--- src/hw/idu_pkg.sv ---
package idu_pkg;

  // ----------------------------------------------------------------
  // Sizes
  // ----------------------------------------------------------------
  localparam int unsigned DATA_W = 16;
  localparam int unsigned REG_COUNT = 16;
  localparam int unsigned REG_IDX_W = 4;
  localparam int unsigned REPEAT_COUNTER_W = 14;
  localparam int unsigned ITER_W = 5;

  // ----------------------------------------------------------------
  // Fixed result registers
  // ----------------------------------------------------------------
  localparam logic [REG_IDX_W-1:0] FIRST_RESULT_IDX = 4'h0;
  localparam logic [REG_IDX_W-1:0] SECOND_RESULT_IDX = 4'h1;

  // ----------------------------------------------------------------
  // Iteration plan: setup, sixteen quotient steps, sign fixup
  // ----------------------------------------------------------------
  localparam logic [ITER_W-1:0] DIV_ITERATIONS = 5'h12;
  localparam logic [ITER_W-1:0] ITER_SETUP = 5'h00;
  localparam logic [ITER_W-1:0] ITER_FIXUP = 5'h11;
  localparam logic [REPEAT_COUNTER_W-1:0] REPEAT_COUNTER_RESET = 14'h0000;
  localparam logic [DATA_W-1:0] REG_RESET = 16'h0000;

  // ----------------------------------------------------------------
  // Divide operations
  // ----------------------------------------------------------------
  typedef enum logic [2:0] {
    FRACTIONAL_DIVIDE_OP = 3'b000,
    SIGNED_LONG_DIVIDE_OP = 3'b001,
    UNSIGNED_LONG_DIVIDE_OP = 3'b010,
    SIGNED_WORD_DIVIDE_OP = 3'b011,
    UNSIGNED_WORD_DIVIDE_OP = 3'b100
  } idu_op_t;

  typedef enum logic [0:0] {
    IDU_IDLE = 1'b0,
    IDU_RUN = 1'b1
  } idu_state_t;

endpackage

--- src/hw/idu_divide_unit.sv ---
`timescale 1ns/100ps
`default_nettype none
module idu_divide_unit (
  // Clock and reset
  input wire logic i_clock,
  input wire logic i_rst_b,
  input wire logic i_clk_en,
  // Repeat setup with its divide target
  input wire logic i_repeat_load,
  input wire logic [13:0] i_repeat_value,
  input wire logic [2:0] i_div_op,
  input wire logic [3:0] i_dividend_sel,
  input wire logic [3:0] i_divisor_sel,
  // Interrupt pause between iterations
  input wire logic i_irq_hold,
  // Working register write and read ports
  input wire logic i_wr_en,
  input wire logic [3:0] i_wr_addr,
  input wire logic [15:0] i_wr_data,
  input wire logic [3:0] i_rd_addr,
  output logic [15:0] o_rd_data,
  // Status
  output logic o_busy,
  output logic o_done,
  output logic [13:0] o_repeat_count
);

  // ----------------------------------------------------------------
  // State
  // ----------------------------------------------------------------
  idu_pkg::idu_state_t state_q, state_d;
  idu_pkg::idu_op_t op_q, op_d;
  logic [13:0] repeat_counter_q, repeat_counter_d;
  logic [4:0] iter_q, iter_d;
  logic [3:0] dvd_sel_q, dvd_sel_d;
  logic [3:0] dvs_sel_q, dvs_sel_d;
  logic [15:0] dvs_mag_q, dvs_mag_d;
  logic quot_neg_q, quot_neg_d;
  logic rem_neg_q, rem_neg_d;
  logic done_q, done_d;
  logic [15:0] rd_q, rd_d;
  logic [15:0] wreg_q [16];
  logic [15:0] wreg_d [16];

  // ----------------------------------------------------------------
  // Iteration datapath
  // ----------------------------------------------------------------
  logic step;
  logic is_signed;
  logic is_long;
  logic [15:0] src_lo;
  logic [15:0] src_hi;
  logic [15:0] src_dvs;
  logic [31:0] dvd_raw;
  logic [31:0] dvd_mag;
  logic dvd_neg;
  logic dvs_neg;
  logic [16:0] part;
  logic [16:0] diff;
  logic qbit;
  logic [15:0] res0_d;
  logic [15:0] res1_d;
  logic res_we;

  // A pending interrupt freezes the loop between two steps; the state
  // sits in the result registers and a few flops, so nothing is lost.
  assign step = (state_q == idu_pkg::IDU_RUN) && !i_irq_hold;

  always_comb begin
    is_signed = (op_q == idu_pkg::FRACTIONAL_DIVIDE_OP) ||
                (op_q == idu_pkg::SIGNED_LONG_DIVIDE_OP) ||
                (op_q == idu_pkg::SIGNED_WORD_DIVIDE_OP);
    is_long = (op_q == idu_pkg::SIGNED_LONG_DIVIDE_OP) ||
              (op_q == idu_pkg::UNSIGNED_LONG_DIVIDE_OP);
    src_lo = wreg_q[dvd_sel_q];
    src_hi = wreg_q[dvd_sel_q + 4'h1];
    src_dvs = wreg_q[dvs_sel_q];
    if (op_q == idu_pkg::FRACTIONAL_DIVIDE_OP) begin
      // Q15 by Q15: the dividend is scaled up by fifteen places
      dvd_raw = {src_lo[15], src_lo, 15'h0000};
    end else if (is_long) begin
      dvd_raw = {src_hi, src_lo};
    end else if (is_signed) begin
      dvd_raw = {{16{src_lo[15]}}, src_lo};
    end else begin
      dvd_raw = {16'h0000, src_lo};
    end
    dvd_neg = is_signed && dvd_raw[31];
    dvs_neg = is_signed && src_dvs[15];
    dvd_mag = dvd_neg ? 32'(~dvd_raw + 32'h0000_0001) : dvd_raw;
    // Restoring step on a 17-bit partial remainder
    part = {wreg_q[idu_pkg::SECOND_RESULT_IDX], wreg_q[idu_pkg::FIRST_RESULT_IDX][15]};
    diff = 17'(part - {1'b0, dvs_mag_q});
    qbit = !diff[16];
    res0_d = wreg_q[idu_pkg::FIRST_RESULT_IDX];
    res1_d = wreg_q[idu_pkg::SECOND_RESULT_IDX];
    res_we = 1'b0;
    if (step) begin
      res_we = 1'b1;
      if (iter_q == idu_pkg::ITER_SETUP) begin
        res1_d = dvd_mag[31:16];
        res0_d = dvd_mag[15:0];
      end else if (iter_q == idu_pkg::ITER_FIXUP) begin
        res0_d = quot_neg_q ? 16'(~res0_d + 16'h0001) : res0_d;
        res1_d = rem_neg_q ? 16'(~res1_d + 16'h0001) : res1_d;
      end else if (iter_q < idu_pkg::ITER_FIXUP) begin
        res0_d = {res0_d[14:0], qbit};
        res1_d = qbit ? diff[15:0] : part[15:0];
      end
    end
  end

  // ----------------------------------------------------------------
  // Repeat control
  // ----------------------------------------------------------------
  always_comb begin
    state_d = state_q;
    op_d = op_q;
    repeat_counter_d = repeat_counter_q;
    iter_d = iter_q;
    dvd_sel_d = dvd_sel_q;
    dvs_sel_d = dvs_sel_q;
    dvs_mag_d = dvs_mag_q;
    quot_neg_d = quot_neg_q;
    rem_neg_d = rem_neg_q;
    done_d = 1'b0;
    unique case (state_q)
      idu_pkg::IDU_IDLE: begin
        if (i_repeat_load) begin
          // The setup cycle counts as one of the eighteen
          repeat_counter_d = i_repeat_value;
          op_d = idu_pkg::idu_op_t'(i_div_op);
          dvd_sel_d = i_dividend_sel;
          dvs_sel_d = i_divisor_sel;
          iter_d = idu_pkg::ITER_SETUP;
          state_d = idu_pkg::IDU_RUN;
        end
      end
      idu_pkg::IDU_RUN: begin
        if (step) begin
          if (iter_q == idu_pkg::ITER_SETUP) begin
            dvs_mag_d = dvs_neg ? 16'(~src_dvs + 16'h0001) : src_dvs;
            quot_neg_d = dvd_neg ^ dvs_neg;
            rem_neg_d = dvd_neg;
          end
          // A wrong repeat value runs short or long; no guard, by design
          if (iter_q != 5'h1f) begin
            iter_d = 5'(iter_q + 5'h01);
          end
          if (repeat_counter_q == idu_pkg::REPEAT_COUNTER_RESET) begin
            state_d = idu_pkg::IDU_IDLE;
            done_d = 1'b1;
          end else begin
            repeat_counter_d = 14'(repeat_counter_q - 14'h0001);
          end
        end
      end
    endcase
  end

  // ----------------------------------------------------------------
  // Working registers
  // ----------------------------------------------------------------
  genvar gi;
  generate
    for (gi = 0; gi < 16; gi++) begin : g_wreg
      always_comb begin
        wreg_d[gi] = wreg_q[gi];
        if (res_we && (4'(gi) == idu_pkg::FIRST_RESULT_IDX)) begin
          wreg_d[gi] = res0_d;
        end else if (res_we && (4'(gi) == idu_pkg::SECOND_RESULT_IDX)) begin
          wreg_d[gi] = res1_d;
        end else if (i_wr_en && (i_wr_addr == 4'(gi))) begin
          wreg_d[gi] = i_wr_data;
        end
      end
      always_ff @(posedge i_clock or negedge i_rst_b) begin
        if (!i_rst_b) begin
          wreg_q[gi] <= idu_pkg::REG_RESET;
        end else if (i_clk_en) begin
          wreg_q[gi] <= wreg_d[gi];
        end
      end
    end
  endgenerate

  always_comb begin
    rd_d = wreg_q[i_rd_addr];
  end

  // ----------------------------------------------------------------
  // Registers
  // ----------------------------------------------------------------
  always_ff @(posedge i_clock or negedge i_rst_b) begin
    if (!i_rst_b) begin
      state_q <= idu_pkg::IDU_IDLE;
      op_q <= idu_pkg::FRACTIONAL_DIVIDE_OP;
      repeat_counter_q <= idu_pkg::REPEAT_COUNTER_RESET;
      iter_q <= idu_pkg::ITER_SETUP;
      dvd_sel_q <= 4'h0;
      dvs_sel_q <= 4'h0;
      dvs_mag_q <= idu_pkg::REG_RESET;
      quot_neg_q <= 1'b0;
      rem_neg_q <= 1'b0;
      done_q <= 1'b0;
      rd_q <= idu_pkg::REG_RESET;
    end else if (i_clk_en) begin
      state_q <= state_d;
      op_q <= op_d;
      repeat_counter_q <= repeat_counter_d;
      iter_q <= iter_d;
      dvd_sel_q <= dvd_sel_d;
      dvs_sel_q <= dvs_sel_d;
      dvs_mag_q <= dvs_mag_d;
      quot_neg_q <= quot_neg_d;
      rem_neg_q <= rem_neg_d;
      done_q <= done_d;
      rd_q <= rd_d;
    end
  end

  assign o_rd_data = rd_q;
  assign o_busy = state_q;
  assign o_done = done_q;
  assign o_repeat_count = repeat_counter_q;

endmodule
`default_nettype wire

--- config.mk ---
export PLATFORM = sky130hd
export DESIGN_NAME = idu_divide_unit
export DESIGN_NICKNAME = d
export VERILOG_FILES = /design/src/hw/idu_pkg.sv /design/src/hw/idu_divide_unit.sv
export SDC_FILE = /design/constraint.sdc
export NUM_CORES = 1
export LEC_CHECK = 0
export BUFFER_PORTS_ARGS = -buffer_cell sky130_fd_sc_hd__buf_2
export CAP_MARGIN = 20
export CORE_MARGIN = 2
export CORE_UTILIZATION = 50
export CTS_BUF_LIST = sky130_fd_sc_hd__clkbuf_2 sky130_fd_sc_hd__clkbuf_4 sky130_fd_sc_hd__clkbuf_8
export DETAILED_ROUTE_END_ITERATION = 16
export PLACE_DENSITY_LB_ADDON = 0.1
export SLEW_MARGIN = 40
export SYNTH_ARGS = -nofsm -noshare
export SYNTH_HDL_FRONTEND = slang
export SYNTH_SLANG_ARGS = --single-unit
--- constraint.sdc ---
create_clock -name i_clock -period 4 [get_ports i_clock]
set_input_delay 0.2 -clock i_clock [delete_from_list [all_inputs] [get_ports i_clock]]
set_output_delay 0.2 -clock i_clock [all_outputs]
set_load 0.02 [all_outputs]
==> results.md <==
- Syn nets: around 2.1k
- DIE HEIGHT: between 200 and 250 um
- Avg WL per Cell: approximately 30 um
- CP max stage cell: mux4_1
- Int Power: roughly 13000 uW
- CTS HTree Levels: 2
- RSZ-0062 raised after global routing: false
- Worst Tran Pin Value: roughly 0.84 ns
- Die W: 223 um
- Top_reg_cell synth: dfrtp_1
- Total track usage: roughly a third
- DRT Pass-1 Iters: 6
- CTS root buffer: clkbuf_8
- Crit path max-delay family: multiplexers
- Grt total ovfl: 0
- Critical path buffers and inverters: 1
- Yosys warns: 0
- Top cell types by occurrence after synthesis: 322 x dfrtp_1, 277 x mux4_2, 247 x mux2_2
- Share of async-settable or async-resettable flops after synthesis: 100%
- Crit path kind: reg2reg
- P_leak: 0.0112 uW
- Final WL: about 83 mm
- Setup TNS Final: 0 ns
- DP HPWL: 57.6 mm
- Synth unique cells: 82
- Core Footprint: roughly 48000 um2
- DRC violations left: 0
- ANT nets after route: 0
- Worst Path Required: between 4 and 5 ns
- TritonCTS clock tree: built
- Critical path, cell by cell: ha_4, buf_12, mux4_1, mux2i_1, o22ai_1, or4b_4, a211o_4, nor4_4, mux2_1, nor2_1, a221o_1
- MaxCap Viol Count: 0
- Number of port buffers: 86
- Status: finished clean
- Critical Path Sink Type: flop
- Clk_lat worst skew: between 0.6 and 0.7 ns
- Flop pwr share: 21.9%
- Comb pwr share: a little under two thirds
- Final Util: about 58%
- Net Sw Power: roughly 11000 uW
- Peak supply drop: 0.000716 V
- Worst r2r path cells: 11
- Via count of the first global-routing pass: ~19k
- CTS Buffer Depth: 3
- Die area: 49800 um2
- Net Sw Frac: between 40% and 50%
- Starting Density: between 50% and 60%
- Worst hold path type: in2async
- Worst stage delay on the critical path: roughly 0.57 ns
- Relative slew slack: roughly 44%
- Clk_skew: between 0.03 and 0.04 ns
- Most frequent cell after synthesis: dfrtp_1
- Dominant cell type by area after synthesis: dfrtp_1
- Largest net degree at the start of global routing: 98
- Area growth syn-to-layout: 14.1%
- Final-report setup violation count: 0
- Mapped cell area: approximately 24000 um2
- Vias: approximately 19k
- Critical Path AT: between 4 and 5 ns
- CP Depth: 11
- Final Hold Vio Count: 0
- TritonCTS Buffers: 58
- Achievable frequency: ~260 MHz
- Clock power frac: roughly 14%
- Synthesized flop and latch total: approximately 320
- Clock transition at path regs: around 0.080 ns
- Sink Count: 322
- Postcts setup bufs: 0
- Sequential fraction of the synthesis area: 33.5%
- Synth area leaders: dfrtp_1 34%, mux4_2 26%, mux2_2 12%, nand2_1 2.6%, o21ai_0 1.8%
- EDFF count, synth: 0
- Slew Limit Fails: 0
- PD cells: roughly 910 nW/um2
- Fill count: just under 4k
- # rows: 80
- Avg Vias per Cell: about 7
- N_diodes: 0
- Ports: 87
- Clock period minus final worst setup slack: ~4 ns
- Initial antenna violation count: 1
- DR iter-0 viols: around 2.1k
- Nets: between 2k and 2.5k
- Mean Syn Cell Area: between 10 and 15 um2
- Share of cells above drive strength 1: around 40%
- Synth top area share: between 30 and 40%
- Post-Syn Instances: 2011
- RD Place Congestion: roughly 0.95
- Final period util: a little over nine tenths
- Global-route wire length before repair: ~120 mm
- Crit path max fanout: 16
- Critical Path Start Type: flop
[kinds of logic after synthesis]
kind of cell | count (synthesis) | synth area share, %
buf+inv | 215 | 3.98
xor+xnor | 71 | 2.59
fa+ha+maj | 27 | 1.44
simple gates | 466 | 9.22
compound gates | 345 | 9.33
mux | 565 | 39.9
flops | 322 | 33.5
[cell type report]
class	instances	area, um2	share of cell area (%)
well taps	615	769	2.80
clock buffers	86	1110	4.06
multi-input cells	1474	15200	55.5
flip-flops and latches	322	8070	29.4
clock inverters	22	221	0.807
inverters	38	143	0.520
repair buffers	241	1900	6.93
[final timing paths]
check / start / to / slack (ns)
setup / recovery: dvd_sel_q[0] / part[10] / 0.10
hold / removal: i_rst_b / o_rd_data[1] / 0.03
setup reg to reg: dvd_sel_q[0] / part[10] / 0.10
hold reg to reg: dvs_mag_q[6] / dvs_mag_q[6] / 0.48
max in group asynchronous: i_rst_b / dvs_sel_q[0] / 2.85
min in group i_clock: i_wr_data[5] / wreg_q[21] / 0.05
[through the flow]
step	power (uW)	hold WS (ns)	worst slack (ns)	instances	area, um2
final	24800	0.0281	0.105	2798	27400
after global routing	26300	0.0436	0.000525	2798	27400
after CTS	24500	0.00719	0.0411	2797	27300
after detailed placement	20800	0.319	0.0138	2655	25600
after global placement	20700	0.316	0.0714	2655	25600
after floorplan	16000	-0.0956	0.442	2011	24000
[flip-flops by register name (all words and copies together) (netlist names), 4 cells and up]
signal,flops
dvd_sel_q,4
wreg_q,239
dvs_mag_q,16
part,17
o_repeat_count,14
dvs_sel_q,4
iter_q,5
o_rd_data,16
[cell usage in the layout (no fill, tap or decap), types with 8 or more instances in the layout]
cell and n:
a22oi_1 18, inv_1 38, nand2b_1 10, buf_2 83, nor2b_1 11, and2_1 8
buf_4 107, nor3_1 25, clkinv_2 14, dfrtp_1 318, mux4_1 10, a21o_1 8
o22ai_1 18, mux4_2 277, a21oi_1 74, o21ai_1 11, a31oi_1 22, nand2_1 165
xnor2_1 40, ha_1 25, o21ai_0 87, and3_1 10, buf_12 13, xor2_1 29
nor4_1 12, or3_1 10, nor3b_1 12, clkbuf_4 11, mux2_2 247, nor2_1 101
clkbuf_8 75, nand3_1 56, dlygate4sd3_1 34, mux2i_1 30, o31ai_1 18, nor2_2 10
[power by group through the flow]
stage / sequential, uW / clock (uW) / combinational [uW]
2_1_floorplan: 4930 / 0 / 11000
4_1_cts: 5380 / 3660 / 15500
3_3_place_gp: 5370 / 0 / 15300
3_5_place_dp: 5430 / 0 / 15400
6_report: 5440 / 3590 / 15800
5_1_grt: 5570 / 3800 / 16900
[routing by layer]
metal / GRT usage, % / up-vias / share of wire, %
li1: - / 8105 / -
met4: 14.3 / 0 / 4.4
met2: 51.5 / 930 / 46
met1: 47.6 / 9952 / 41
met3: 8.03 / 163 / 9.0
met5: 0 / - / 0
[timing repair]
action	in CTS	in global routing
resized for setup	1	15
hold buffers	34	0
hold endpoints to repair	184	0
cloned	0	0
endpoints found under the setup margin	1	12
(Power assumes the default switching activity.)
